### src/input_map_params.svh
// Constants of the programmable input function map.
// Assumes APB byte addresses and a 125 MHz system clock.
`ifndef INPUT_MAP_PARAMS_SVH
`define INPUT_MAP_PARAMS_SVH
// Register byte offsets
`define OFS_FSEL_TOP 3'h0
`define OFS_CONTACT 8'h20
`define OFS_RESTART 8'h24
`define OFS_MODE 8'h28
`define OFS_TERM 8'h2C
`define OFS_FUNC 8'h30
`define RESTART_KEY 8'hA5
// Reset values: defaults of position pulse mode, terminal 8 first
`define FSEL_RST {5'h0A, 5'h03, 5'h02, 5'h01, 5'h0D, 5'h0E, 5'h0C, 5'h00}
`define CONTACT_RST 8'h00
`define MODE_RST 3'h0
// Control modes
`define MODE_PT 3'h0
`define MODE_PR 3'h1
`define MODE_SR 3'h3
// Function codes with special handling
`define FN_COUNT 23
`define FN_FAULT_CLR 1
`define FN_SPD_DIR 6
`define FN_DEV_RESET 10
`define FN_PULSE_INH 11
`define FN_PULSE_MASK 23'h300002
// Reserved codes 9 and 15 never reach the function vector
`define FN_RSVD_MASK 23'h008200
// Start-up load walks eight entries plus one for the read latency
`define LOAD_LAST 4'h8
`endif

### src/input_map_pkg.sv
// Types shared by the input function map modules.
// Assumes input_map_params.svh is on the include path.
package input_map_pkg;
  typedef enum logic [1:0] {
    ST_LOAD = 2'b01,
    ST_RUN = 2'b10
  } map_state_t;
  typedef struct packed {
    map_state_t state;
    logic [3:0] idx;
    logic [7:0][4:0] fmap;
    logic [7:0] ct;
    logic [7:0] ct_set;
    logic [2:0] mode;
    logic [22:0] hit_q;
    logic [22:0] fn;
    logic pready;
    logic pslverr;
    logic [31:0] prdata;
  } map_regs_t;
  typedef struct packed {
    logic [7:0] s1;
    logic [7:0] s2;
  } sync_regs_t;
  typedef struct packed {
    logic [7:0][4:0] mem;
    logic [4:0] rdata;
  } store_regs_t;
endpackage

### src/terminal_sync.sv
// Two-stage synchroniser for the eight terminal pins.
// Assumes pins are asynchronous to sys_clk.
`timescale 1ns/100ps
module terminal_sync (
  input wire logic sys_clk,
  input wire logic rstn,
  input wire logic [7:0] pins,
  output logic [7:0] synced
);
  import input_map_pkg::*;
  sync_regs_t st_r;
  sync_regs_t st_nxt;
  // First stage feeds only the second stage
  always_comb begin
    st_nxt.s1 = pins;
    st_nxt.s2 = st_r.s1;
  end
  always_ff @(posedge sys_clk) begin
    if (!rstn) begin
      st_r <= '0;
    end else begin
      st_r <= st_nxt;
    end
  end
  assign synced = st_r.s2;
endmodule

### src/setting_store.sv
// Eight function setting words with registered read data.
// Assumes one write and one read port are enough.
`timescale 1ns/100ps
`include "input_map_params.svh"
module setting_store (
  input wire logic sys_clk,
  input wire logic rstn,
  input wire logic we,
  input wire logic [2:0] waddr,
  input wire logic [4:0] wdata,
  input wire logic [2:0] raddr,
  output logic [4:0] rdata
);
  import input_map_pkg::*;
  store_regs_t st_r;
  store_regs_t st_nxt;
  // Read returns the old word when read and write collide
  always_comb begin
    st_nxt = st_r;
    st_nxt.rdata = st_r.mem[raddr];
    if (we) begin
      st_nxt.mem[waddr] = wdata;
    end
  end
  always_ff @(posedge sys_clk) begin
    if (!rstn) begin
      st_r.mem <= `FSEL_RST;
      st_r.rdata <= 5'h00;
    end else begin
      st_r <= st_nxt;
    end
  end
  assign rdata = st_r.rdata;
endmodule

### src/input_function_map.sv
// Top of the programmable input function map with its APB slave.
// Assumes a single sys_clk domain and an APB master with pstrb.
//
// Implementation choices: the register addresses and the APB slave port.
`timescale 1ns/100ps
`include "input_map_params.svh"
module input_function_map (
  input wire logic sys_clk,
  input wire logic rstn,
  input wire logic [7:0] prog_input_terminals,
  input wire logic [7:0] paddr,
  input wire logic psel,
  input wire logic penable,
  input wire logic pwrite,
  input wire logic [31:0] pwdata,
  input wire logic [3:0] pstrb,
  output logic [31:0] prdata,
  output logic pready,
  output logic pslverr,
  output logic servo_enable_in,
  output logic fault_clear_in,
  output logic fwd_torque_limit_in,
  output logic rev_torque_limit_in,
  output logic int_speed_sel_bit0,
  output logic int_speed_sel_bit1,
  output logic int_speed_direction,
  output logic zero_speed_lock,
  output logic gain_set_select,
  output logic deviation_reset,
  output logic pulse_inhibit,
  output logic emergency_halt,
  output logic reverse_prohibit,
  output logic forward_prohibit,
  output logic pos_reg_sel_bit0,
  output logic pos_reg_sel_bit1,
  output logic pos_reg_sel_bit2,
  output logic pos_cmd_hold,
  output logic pos_reg_trigger,
  output logic home_search_trigger,
  output logic origin_sensor_in
);
  import input_map_pkg::*;

  map_regs_t st_r;
  map_regs_t st_nxt;
  logic [7:0] term_sync;
  logic [7:0] term_act;
  logic [22:0] func_hit;
  logic [22:0][7:0] match;
  logic mem_we;
  logic [2:0] mem_raddr;
  logic [4:0] mem_rdata;
  logic run;
  logic acc_first;
  logic acc_done;

  terminal_sync u_sync (
    .sys_clk(sys_clk),
    .rstn(rstn),
    .pins(prog_input_terminals),
    .synced(term_sync)
  );

  setting_store u_store (
    .sys_clk(sys_clk),
    .rstn(rstn),
    .we(mem_we),
    .waddr(paddr[4:2]),
    .wdata(pwdata[4:0]),
    .raddr(mem_raddr),
    .rdata(mem_rdata)
  );

  // Contact type correction with the latched copy only
  assign term_act = term_sync ^ st_r.ct;
  assign run = (st_r.state == ST_RUN);

  // One match per function and terminal; unlisted codes match nothing
  for (genvar c = 0; c < `FN_COUNT; c++) begin : g_fn
    for (genvar t = 0; t < 8; t++) begin : g_term
      assign match[c][t] = term_act[t] && (st_r.fmap[t] == 5'(c));
    end
    assign func_hit[c] = run && (|match[c]);
  end

  // APB phases: first access cycle computes the answer, second completes
  assign acc_first = run && psel && penable && !st_r.pready;
  assign acc_done = psel && penable && st_r.pready;
  assign mem_we = acc_done && pwrite && pstrb[0] && !st_r.pslverr && (paddr[7:5] == `OFS_FSEL_TOP);
  // Last load cycle reads for the bus already, so a transfer held over the load gets fresh data
  assign mem_raddr = (run || (st_r.idx == `LOAD_LAST)) ? paddr[4:2] : st_r.idx[2:0];

  // Next state: start-up load, function decode and register access
  always_comb begin
    logic [31:0] rd;
    logic ok;
    logic pos_mode;
    rd = 32'h0000_0000;
    ok = 1'b1;
    pos_mode = (st_r.mode == `MODE_PT) || (st_r.mode == `MODE_PR);
    st_nxt = st_r;
    st_nxt.pready = 1'b0;
    case (st_r.state)
      ST_LOAD: begin
        // Mapping is copied from the settings only here, at start-up
        if (st_r.idx == 4'h0) begin
          st_nxt.ct = st_r.ct_set;
        end else begin
          st_nxt.fmap[st_r.idx[2:0] - 3'h1] = mem_rdata;
        end
        st_nxt.idx = st_r.idx + 4'h1;
        if (st_r.idx == `LOAD_LAST) begin
          st_nxt.state = ST_RUN;
        end
        st_nxt.hit_q = 23'h000000;
        st_nxt.fn = 23'h000000;
      end
      ST_RUN: begin
        st_nxt.hit_q = func_hit;
        // Levels pass through; trigger codes fire once on activation
        st_nxt.fn = (func_hit & ~`FN_PULSE_MASK) | (func_hit & ~st_r.hit_q & `FN_PULSE_MASK);
        st_nxt.fn = st_nxt.fn & ~`FN_RSVD_MASK;
        // Mode-qualified functions stay quiet in other modes
        if (!pos_mode) begin
          st_nxt.fn[`FN_DEV_RESET] = 1'b0;
          st_nxt.fn[`FN_PULSE_INH] = 1'b0;
        end
        if (st_r.mode != `MODE_SR) begin
          st_nxt.fn[`FN_SPD_DIR] = 1'b0;
        end
      end
      default: begin
        st_nxt.state = ST_LOAD;
        st_nxt.idx = 4'h0;
      end
    endcase
    // Read answer prepared in the first access cycle
    if (paddr[7:5] == `OFS_FSEL_TOP) begin
      rd = {27'h0000000, mem_rdata};
    end else begin
      case (paddr)
        `OFS_CONTACT: rd = {24'h000000, st_r.ct_set};
        `OFS_RESTART: rd = {31'h00000000, run};
        `OFS_MODE: rd = {29'h00000000, st_r.mode};
        `OFS_TERM: rd = {8'h00, st_r.ct, term_act, term_sync};
        `OFS_FUNC: rd = {9'h000, st_r.fn};
        default: ok = 1'b0;
      endcase
    end
    if (acc_first) begin
      st_nxt.pready = 1'b1;
      st_nxt.pslverr = !ok;
      st_nxt.prdata = pwrite ? 32'h0000_0000 : (ok ? rd : 32'h0000_0000);
    end
    // Writes land on the completing edge; codes and contact type wait for restart, the mode acts at once
    if (acc_done && pwrite && pstrb[0] && !st_r.pslverr) begin
      case (paddr)
        `OFS_CONTACT: st_nxt.ct_set = pwdata[7:0];
        `OFS_MODE: st_nxt.mode = pwdata[2:0];
        `OFS_RESTART: begin
          if (pwdata[7:0] == `RESTART_KEY) begin
            st_nxt.state = ST_LOAD;
            st_nxt.idx = 4'h0;
          end
        end
        default: ok = ok;
      endcase
    end
  end

  always_ff @(posedge sys_clk) begin
    if (!rstn) begin
      st_r.state <= ST_LOAD;
      st_r.idx <= 4'h0;
      st_r.fmap <= `FSEL_RST;
      st_r.ct <= `CONTACT_RST;
      st_r.ct_set <= `CONTACT_RST;
      st_r.mode <= `MODE_RST;
      st_r.hit_q <= 23'h000000;
      st_r.fn <= 23'h000000;
      st_r.pready <= 1'b0;
      st_r.pslverr <= 1'b0;
      st_r.prdata <= 32'h0000_0000;
    end else begin
      st_r <= st_nxt;
    end
  end

  // Bus outputs straight from flops
  assign prdata = st_r.prdata;
  assign pready = st_r.pready;
  assign pslverr = st_r.pslverr;

  // Function outputs, one flop bit per code
  assign servo_enable_in = st_r.fn[0];
  assign fault_clear_in = st_r.fn[1];
  assign fwd_torque_limit_in = st_r.fn[2];
  assign rev_torque_limit_in = st_r.fn[3];
  assign int_speed_sel_bit0 = st_r.fn[4];
  assign int_speed_sel_bit1 = st_r.fn[5];
  assign int_speed_direction = st_r.fn[6];
  assign zero_speed_lock = st_r.fn[7];
  assign gain_set_select = st_r.fn[8];
  assign deviation_reset = st_r.fn[10];
  assign pulse_inhibit = st_r.fn[11];
  assign emergency_halt = st_r.fn[12];
  assign reverse_prohibit = st_r.fn[13];
  assign forward_prohibit = st_r.fn[14];
  assign pos_reg_sel_bit0 = st_r.fn[16];
  assign pos_reg_sel_bit1 = st_r.fn[17];
  assign pos_reg_sel_bit2 = st_r.fn[18];
  assign pos_cmd_hold = st_r.fn[19];
  assign pos_reg_trigger = st_r.fn[20];
  assign home_search_trigger = st_r.fn[21];
  assign origin_sensor_in = st_r.fn[22];

  // Checks on mapping, decode and bus timing
  property p_map_frozen;
    @(posedge sys_clk) disable iff (!rstn)
    (run && $past(run)) |-> ($stable(st_r.fmap) && $stable(st_r.ct));
  endproperty
  a_map_frozen: assert property (p_map_frozen) else $error("mapping changed while running");

  property p_load_len;
    @(posedge sys_clk) disable iff (!rstn)
    (run ##1 !run) |-> (!run)[*8] ##1 (!run) ##1 run;
  endproperty
  a_load_len: assert property (p_load_len) else $error("start-up load not nine cycles");

  property p_servo;
    @(posedge sys_clk) disable iff (!rstn)
    (run && $past(run)) |-> (servo_enable_in == $past(|match[0]));
  endproperty
  a_servo: assert property (p_servo) else $error("servo enable does not follow its terminals");

  property p_clear_pulse;
    @(posedge sys_clk) disable iff (!rstn)
    fault_clear_in |-> ($past(func_hit[1]) && !$past(func_hit[1], 2)) ##1 !fault_clear_in;
  endproperty
  a_clear_pulse: assert property (p_clear_pulse) else $error("fault clear not a single activation pulse");

  property p_dev_mode;
    @(posedge sys_clk) disable iff (!rstn)
    (deviation_reset || pulse_inhibit) |-> $past((st_r.mode == `MODE_PT) || (st_r.mode == `MODE_PR));
  endproperty
  a_dev_mode: assert property (p_dev_mode) else $error("position function outside position mode");

  property p_dir_mode;
    @(posedge sys_clk) disable iff (!rstn)
    int_speed_direction |-> ($past(st_r.mode) == `MODE_SR);
  endproperty
  a_dir_mode: assert property (p_dir_mode) else $error("direction outside register speed mode");

  property p_idle_quiet;
    @(posedge sys_clk) disable iff (!rstn)
    (run && $past(term_act) == 8'h00 && $past(run)) |-> (st_r.fn == 23'h000000);
  endproperty
  a_idle_quiet: assert property (p_idle_quiet) else $error("function active without active terminal");

  property p_trig_pulse;
    @(posedge sys_clk) disable iff (!rstn)
    pos_reg_trigger |=> !pos_reg_trigger;
  endproperty
  a_trig_pulse: assert property (p_trig_pulse) else $error("position trigger longer than one cycle");

  // Two different triggers may fire on neighbouring cycles, so each is checked alone
  property p_home_pulse;
    @(posedge sys_clk) disable iff (!rstn)
    home_search_trigger |=> !home_search_trigger;
  endproperty
  a_home_pulse: assert property (p_home_pulse) else $error("home trigger longer than one cycle");

  property p_apb_wait;
    @(posedge sys_clk) disable iff (!rstn)
    (run && psel && !penable) |=> !pready ##1 pready ##1 !pready;
  endproperty
  a_apb_wait: assert property (p_apb_wait) else $error("APB answer not after one wait state");

  property p_load_quiet;
    @(posedge sys_clk) disable iff (!rstn)
    !run |=> (st_r.fn == 23'h000000);
  endproperty
  a_load_quiet: assert property (p_load_quiet) else $error("function active during start-up load");

  property p_reserved;
    @(posedge sys_clk) disable iff (!rstn)
    (st_r.fn & `FN_RSVD_MASK) == 23'h000000;
  endproperty
  a_reserved: assert property (p_reserved) else $error("reserved code reached the function vector");

  // Plain level functions track their terminals one cycle later
  property p_torque;
    @(posedge sys_clk) disable iff (!rstn)
    (run && $past(run)) |->
      (fwd_torque_limit_in == $past(|match[2])) && (rev_torque_limit_in == $past(|match[3]));
  endproperty
  a_torque: assert property (p_torque) else $error("torque limit does not follow its terminals");

  property p_speed_sel;
    @(posedge sys_clk) disable iff (!rstn)
    (run && $past(run)) |->
      (int_speed_sel_bit0 == $past(|match[4])) && (int_speed_sel_bit1 == $past(|match[5]));
  endproperty
  a_speed_sel: assert property (p_speed_sel) else $error("speed selector does not follow its terminals");

  property p_gain;
    @(posedge sys_clk) disable iff (!rstn)
    (run && $past(run)) |-> (gain_set_select == $past(|match[8]));
  endproperty
  a_gain: assert property (p_gain) else $error("gain select does not follow its terminals");

  property p_halt;
    @(posedge sys_clk) disable iff (!rstn)
    (run && $past(run)) |-> (emergency_halt == $past(|match[12]));
  endproperty
  a_halt: assert property (p_halt) else $error("emergency halt does not follow its terminals");

  property p_prohibit;
    @(posedge sys_clk) disable iff (!rstn)
    (run && $past(run)) |->
      (reverse_prohibit == $past(|match[13])) && (forward_prohibit == $past(|match[14]));
  endproperty
  a_prohibit: assert property (p_prohibit) else $error("run prohibit does not follow its terminals");

  property p_pos_sel;
    @(posedge sys_clk) disable iff (!rstn)
    (run && $past(run)) |-> (pos_reg_sel_bit0 == $past(|match[16])) &&
      (pos_reg_sel_bit1 == $past(|match[17])) && (pos_reg_sel_bit2 == $past(|match[18]));
  endproperty
  a_pos_sel: assert property (p_pos_sel) else $error("position selector does not follow its terminals");

  property p_hold;
    @(posedge sys_clk) disable iff (!rstn)
    (run && $past(run)) |-> (pos_cmd_hold == $past(|match[19]));
  endproperty
  a_hold: assert property (p_hold) else $error("position hold does not follow its terminals");

  property p_origin;
    @(posedge sys_clk) disable iff (!rstn)
    (run && $past(run)) |-> (origin_sensor_in == $past(|match[22]));
  endproperty
  a_origin: assert property (p_origin) else $error("origin level does not follow its terminals");

  // A refused transfer must not leak stale read data
  property p_err_data;
    @(posedge sys_clk) disable iff (!rstn)
    (pready && pslverr) |-> (prdata == 32'h0000_0000);
  endproperty
  a_err_data: assert property (p_err_data) else $error("error answer carries nonzero data");

  c_servo: cover property (@(posedge sys_clk) disable iff (!rstn) $rose(servo_enable_in));
  c_restart: cover property (@(posedge sys_clk) disable iff (!rstn) run ##1 !run);
  c_home: cover property (@(posedge sys_clk) disable iff (!rstn) home_search_trigger);
  c_trig: cover property (@(posedge sys_clk) disable iff (!rstn) pos_reg_trigger);
  c_err: cover property (@(posedge sys_clk) disable iff (!rstn) pready && pslverr);
endmodule

### config.mk
export PLATFORM = sky130hd
export DESIGN_NAME = input_function_map
export DESIGN_NICKNAME = d
export VERILOG_FILES = /design/src/input_map_pkg.sv /design/src/terminal_sync.sv /design/src/setting_store.sv /design/src/input_function_map.sv
export VERILOG_INCLUDE_DIRS = /design/src /design/src/src
export SDC_FILE = /design/constraint.sdc
export NUM_CORES = 1
export LEC_CHECK = 0
export BUFFER_PORTS_ARGS = -buffer_cell sky130_fd_sc_hd__buf_2
export CORE_MARGIN = 2
export CORE_UTILIZATION = 57
export CTS_BUF_LIST = sky130_fd_sc_hd__clkbuf_8
export CTS_CLUSTER_DIAMETER = 30
export DETAILED_ROUTE_END_ITERATION = 8
export PLACE_DENSITY_LB_ADDON = 0.2
export SLEW_MARGIN = 20
export SYNTH_ARGS = -nofsm -noshare
export SYNTH_HDL_FRONTEND = slang
export SYNTH_SLANG_ARGS = --single-unit
### constraint.sdc
create_clock -name sys_clk -period 4 [get_ports sys_clk]
set_input_delay 0.2 -clock sys_clk [delete_from_list [all_inputs] [get_ports sys_clk]]
set_output_delay 0.2 -clock sys_clk [all_outputs]
set_load 0.005 [all_outputs]
==> results of run 1 <==
==> sequential cells by signal, summed over array words and instances, names as in the netlist <==
register	flops
pready	1
u_sync.synced	8
u_store.rdata	5
prdata	24
pslverr	1
home_search_trigger	1
origin_sensor_in	1
pulse_inhibit	1
fault_clear_in	1
pos_reg_trigger	1
int_speed_direction	1
deviation_reset	1
st_r	82
u_sync.st_nxt	8
u_store.st_r	40
==> worst max-delay path, cell delays in order, from the launching register on <==
cell and delay [ns]:
dfxtp_1 0.58, inv_1 0.13, ha_1 0.29, nand3b_1 0.21, nand3_1 0.68, and3_1 0.46
o21ai_0 0.22, o211ai_1 0.12
==> timing repair <==
item / in CTS / in global routing
hold buffers: 9 / 0
hold endpoints to repair: 9 / 0
setup buffers: 0 / 0
gates resized for setup: 0 / 0
==> where the power goes <==
| part | total (mW) | internal (mW) | switching [mW] |
|---|---|---|---|
| Clock | 1.22 | 0.483 | 0.733 |
| Combinational | 0.414 | 0.152 | 0.261 |
| Sequential | 1.89 | 1.79 | 0.0976 |
==> cell usage in the layout (no fill, tap or decap), drive strengths merged, types with 5 or more instances in the layout <==
master / n
dfxtp: 176
nor2: 118
nand2: 107
mux2i: 81
buf: 81
o21ai: 57
nand3: 47
nor3: 38
a21oi: 32
o22ai: 32
nor4: 26
a22oi: 25
and2: 24
a22o: 22
inv: 21
nand2b: 20
nand3b: 18
clkbuf: 18
o32ai: 13
and3: 13
or2: 11
a21boi: 11
xor2: 10
nand4: 9
dlygate4sd3: 9
or3: 8
conb: 8
nor2b: 7
a32oi: 7
o211ai: 7
xnor2: 7
a32o: 5
ha: 5
or4b: 5
==> cell families after synthesis <==
family / share of synthesized area
other: 0.000404
XOR/XNOR: 0.0177
multiplexers: 0.0898
adder cells (fa/ha/maj): 0.00674
AND/OR/NAND/NOR: 0.263
buffers and inverters: 0.0639
flip-flops: 0.380
AO/OA/AOI/OAI: 0.179
==> layer usage <==
metal / share of wire / global-route usage / vias up / routed length, um
met5: 0 / 0 / - / 0
met4: 0.027 / 0.117 / 0 / 850
met3: 0.10 / 0.0617 / 61 / 3190
met2: 0.43 / 0.512 / 532 / 13200
met1: 0.44 / 0.517 / 4247 / 13700
li1: - / - / 4036 / -
==> final cells by class <==
type                       instances  area [sq um]  area share
clock inverter                    14           136      0.0137
timing repair buffer              90           508      0.0512
clock buffer                      18           248      0.0250
inverter                          11          41.3     0.00416
multi-input combinational        828          5190       0.524
sequential                       176          3520       0.355
tap                              216           270      0.0272
==> final timing paths <==
kind,end,slack [ns],depth (start not counted)
max,u_store.rdata[4],1.19,7
min,st_r[88],0.01,3
max reg2reg,u_store.rdata[4],1.19,7
min reg2reg,u_sync.synced[5],0.44,1
==> stage by stage <==
step	cells	cell area (sq um)	total power, mW
after global placement	1312	9450	2.31
after CTS	1353	9920	3.52
after floorplan	1119	9300	2.19
final	1353	9920	3.52
after detailed placement	1312	9450	2.32
after global routing	1353	9920	3.64
==> metrics.md, run 1 <==
| Metric | Value |
|---|---|
| Synthesized area | 9280 sq um |
| Vias per cell | about 6.6 |
| GRT Residual Overflow | 0 |
| Setup CP Type | reg2reg |
| Detailed Routing Iterations Pass 1 | 6 |
| Tmin final | 2.81 ns |
| Hold WC Path Type | in2reg |
| Worst reg2reg path startpoint | st_r[139] |
| # DRC | 0 |
| Syn. warnings | 0 |
| Top-level I/O count | around 110 |
| Setup crit end kind | flip-flop |
| Final period util | 0.702 |
| WP data arrival | 3.16 ns |
| Sequential share of the synthesized area | 0.380 |
| Layout Utilization | 0.625 |
| Endpoints failing hold | 0 |
| Outcome | finished clean |
| Buffers on Ports | 76 |
| Biggest area consumer among synthesized cells | dfxtp_1 |
| Pre-CTS setup slack | 1.23 ns |
| Vias in the first global route | 7863 |
| Clk slew on worst S/H paths | 0.10 ns |
| Critical Path Source | st_r[139] |
| Drt wl/cell | about 23 um |
| #FFs+latches synth | about 180 |
| Worst hold start | pwdata[5] |
| GRT Util Overall | 0.350 |
| Worst-Skew Late Latency | around 0.48 ns |
| Clk buf depth | 2 |
| Antenna Nets Post-Route | 0 |
| Leakage | 3.71 nW |
| FFs w/ async S/R, synth | 0 |
| Total number of vias | 8876 |
| Synth cell types | 75 |
| First-pass GRT wire length | 46800 um |
| DRT iter0 DRCs | between 1000 and 1500 |
| WL final | 31000 um |
| GPL Wtd Cong | about 0.99 |
| Final net count | 1186 |
| Worst setup margin | 1.19 ns |
| Initial antenna violation count | 0 |
| Rows | 46 |
| WP data required | 4.35 ns |
| RSZ-0062 raised after global routing | no |
| Mean area per synthesized cell | 8.34 sq um |
| Synth top cells by count | dfxtp_1, nor2_1, nand2_1, mux2i_1, o21ai_0 |
| Finish-stage setup viols | 0 |
| Slew Limit Fails | 0 |
| Maximum fanout along the worst path | 30 |
| Initial core utilization | 0.584 |
| Power Dens Cells | 355 nW/um^2 |
| Cells after Synth | 1112 |
| Largest net degree at the start of global routing | between 50 and 60 |
| Maxcap violations | 0 |
| CTS H-tree lvls | 4 |
| Slew HR | 0.319 |
| CTS tree | built |
| Dominant synthesized flop cell | dfxtp_1 |
| Number of fill cells in the layout | 1414 |
| CTS Sinks | 176 |
| CTS root buffer | clkbuf_8 |
| CTS Buf Count | 17 |
| DPL Wire Length | 23000 um |
| Synth top area cells | dfxtp_1, mux2i_1, nor2_1, nand2_1, o21ai_0 |
| Core Box Area | 15900 sq um |
| CP startpoint kind | flip-flop |
| Count leader, synth | dfxtp_1 |
| Fraction of layout cells with a size suffix above 1 | 0.128 |
| Clock Skews | 0.0165 ns |
| Die Span Y | 132 um |
| VDD IR max | 0.000358 V |
| Die ar. | 17300 sq um |
| N_diodes | 0 |
| Fmax | 0.356 GHz |
| Area Overhead vs Synth | 6.93% |
| EDFF count, synth | 0 |
| Worst slew pin tran | 1.02 ns |
| Post-synth top area share | 0.380 |
| DIE WIDTH | 132 um |
| Hold_ws | 0.0138 ns |
| Setup TNS | 0 ns |
(Power assumes the default switching activity.)
==> run 2: changes to the inputs <==
--- a/config.mk
+++ b/config.mk
@@ -8,7 +8,7 @@
 export LEC_CHECK = 0
 export BUFFER_PORTS_ARGS = -buffer_cell sky130_fd_sc_hd__buf_2
 export CORE_MARGIN = 2
-export CORE_UTILIZATION = 57
+export CORE_UTILIZATION = 55
 export CTS_BUF_LIST = sky130_fd_sc_hd__clkbuf_8
 export CTS_CLUSTER_DIAMETER = 30
 export DETAILED_ROUTE_END_ITERATION = 8
==> constraint.sdc (replaced) <==
create_clock -name sys_clk -period 2.5 [get_ports sys_clk]
set_input_delay 0.125 -clock sys_clk [delete_from_list [all_inputs] [get_ports sys_clk]]
set_output_delay 0.125 -clock sys_clk [all_outputs]
set_load 0.005 [all_outputs]
==> metrics.md, run 2 (synthesis gave the netlist of run 1 again) <==
| Metric | Value |
|---|---|
| Outcome | finished clean (unchanged) |
| Buffers on Ports | 76 (unchanged) |
| Fmax | 0.437 GHz (was 0.356 GHz) |
| Pre-CTS setup slack | 0.311 ns (was 1.23 ns) |
| Critical Path Source | st_r[143] (was st_r[139]) |
| Vias per cell | 6.43 (was 6.56) |
| GPL Wtd Cong | 1.06 (was 0.994) |
| Setup crit end kind | flip-flop (unchanged) |
| Drt wl/cell | 21.8 um (was 22.9 um) |
| DPL Wire Length | 22200 um (was 23000 um) |
| Vias in the first global route | 8113 (was 7863) |
| WL final | 30300 um (was 31000 um) |
| CTS resizes | 0 (unchanged) |
| Final instance area | 10300 sq um (was 9920 sq um) |
| Rows | 47 (was 46) |
| WP data arrival | 2.65 ns (was 3.16 ns) |
| Finish-stage setup viols | 0 (unchanged) |
| CP startpoint kind | flip-flop (unchanged) |
| N_diodes | 0 (unchanged) |
| Setup CP Type | reg2reg (unchanged) |
| Leakage | 3.90 nW (was 3.71 nW) |
| Maxcap violations | 0 (unchanged) |
| VDD IR max | 0.000373 V (was 0.000358 V) |
| # DRC | 0 (unchanged) |
| Total Power | 5.78 mW (was 3.52 mW) |
| Core Box Area | 16500 sq um (was 15900 sq um) |
| Final net count | 1223 (was 1186) |
| Clock Skews | 0.0189 ns (was 0.0165 ns) |
| Clk buf depth | 2 (unchanged) |
| Initial antenna violation count | 0 (unchanged) |
| CTS tree | built (unchanged) |
| Worst slew pin tran | 0.913 ns (was 1.02 ns) |
| Top reg by flops | st_r (unchanged) |
| Clk slew on worst S/H paths | 0.11 ns (was 0.10 ns) |
| Placed Cells | 1350 (was 1312) |
| Worst setup margin | 0.213 ns (was 1.19 ns) |
| Slew Limit Fails | 0 (unchanged) |
| Worst-Skew Late Latency | 0.46 ns (was 0.48 ns) |
| Initial core utilization | 0.561 (was 0.584) |
| Top-level I/O count | 112 (unchanged) |
| Cell Area, Placed | 9710 sq um (was 9450 sq um) |
| Commonest non-fill, non-tap cell in the layout | dfxtp_1 (unchanged) |
| Max reg flops | 82 (unchanged) |
| CTS Sinks | 176 (unchanged) |
| Leading registers by flop count | st_r (82), u_store.st_r (40), prdata (24) (unchanged) |
| Maximum fanout along the worst path | 14 (was 30) |
| Area Overhead vs Synth | 10.6% (was 6.93%) |
| CTS H-tree lvls | 4 (unchanged) |
| Setup TNS | 0 ns (unchanged) |
| Antenna Nets Post-Route | 0 (unchanged) |
| Endpoints failing hold | 0 (unchanged) |
| CTS root buffer | clkbuf_8 (unchanged) |
| Fin cells | 1394 (was 1353) |
| Largest net degree at the start of global routing | 52 (was 55) |
| Die ar. | 17900 sq um (was 17300 sq um) |
| CTS Buf Count | 17 (unchanged) |
| Most frequent cells in the layout | dfxtp_1, nor2_1, nand2_1 (unchanged) |
| Worst reg2reg path startpoint | st_r[143] (was st_r[139]) |
| DRT iter0 DRCs | 1140 (was 1036) |
| Hold WC Path Type | in2reg (unchanged) |
| GRT Util Overall | 0.335 (was 0.350) |
| Detailed Routing Iterations Pass 1 | 5 (was 6) |
| Die Span Y | 134 um (was 132 um) |
| Worst hold start | pwdata[2] (was pwdata[5]) |
| Final period util | 0.915 (was 0.702) |
| WP data required | 2.86 ns (was 4.35 ns) |
| RSZ-0062 raised after global routing | no (unchanged) |
| Fraction of layout cells with a size suffix above 1 | 0.152 (was 0.128) |
| Tmin final | 2.29 ns (was 2.81 ns) |
| Power Dens Cells | 563 nW/um^2 (was 355 nW/um^2) |
| Total number of vias | 8961 (was 8876) |
| First-pass GRT wire length | 46200 um (was 46800 um) |
| GRT Residual Overflow | 0 (unchanged) |
| DIE WIDTH | 134 um (was 132 um) |
| Slew HR | 0.386 (was 0.319) |
[run 2: changes by cell type in the layout (fill, tap and decap cells not counted)]
| cell | before | now |
|---|---|---|
| inv_8 | 7 | 3 |
| clkinv_8 | 0 | 5 |
| clkinv_2 | 1 | 0 |
| clkinv_4 | 3 | 2 |
| inv_12 | 0 | 3 |
| clkbuf_8 | 18 | 17 |
| inv_6 | 3 | 2 |
| buf_4 | 5 | 39 |
| dlygate4sd3_1 | 9 | 12 |
[run 2: path summary, 6_finish.rpt]
| kind | cells after the start | slack, ns | to |
|---|---|---|---|
| max | 6 | 0.21 | pulse_inhibit |
| min | 3 | 0.04 | u_store.st_r[27] |
| max reg2reg | 6 | 0.21 | pulse_inhibit |
| min reg2reg | 1 | 0.45 | fault_clear_in |
[run 2: area by class of cell]
class,count,area (sq um)
Clock buffer,17,234
Fill cell,1453,6260
Multi-Input combinational cell,828,5190
Inverter,11,41.3
Sequential cell,176,3520
Tap cell,220,275
Timing Repair Buffer,127,793
Clock inverter,15,199
[run 2: per-stage QoR]
step | util | hold WS, ns
after floorplan | - | 0.252
after global placement | 0.587 | 0.330
after detailed placement | 0.587 | 0.334
after CTS | 0.621 | 0.0134
after global routing | 0.621 | 0.0279
final | 0.621 | 0.0439
[run 2: worst max-delay path: stages (launching register included)]
cell and delay, ns:
dfxtp_1 0.33, inv_1 0.10, ha_1 0.19, inv_1 0.16, nor2_1 0.53, nand2_1 0.46
o41ai_1 0.42
[run 2: report_power, final]
group / total (mW) / internal, mW / switching, mW
Clock: 2.07 / 0.796 / 1.27
Sequential: 2.99 / 2.87 / 0.124
Combinational: 0.722 / 0.281 / 0.440
Total: 5.78 / 3.94 / 1.84
[run 2: metal layers]
layer / up-vias / share of wire / GRT usage
met4: 0 / 0.048 / 0.160
met2: 506 / 0.44 / 0.502
met5: - / 0 / 0
met1: 4241 / 0.43 / 0.475
met3: 94 / 0.083 / 0.0469
li1: 4120 / - / -
[run 2: repair_timing]
action,in CTS,in global routing
setup buffers,0,0
hold endpoints to repair,13,0
hold buffers,12,0
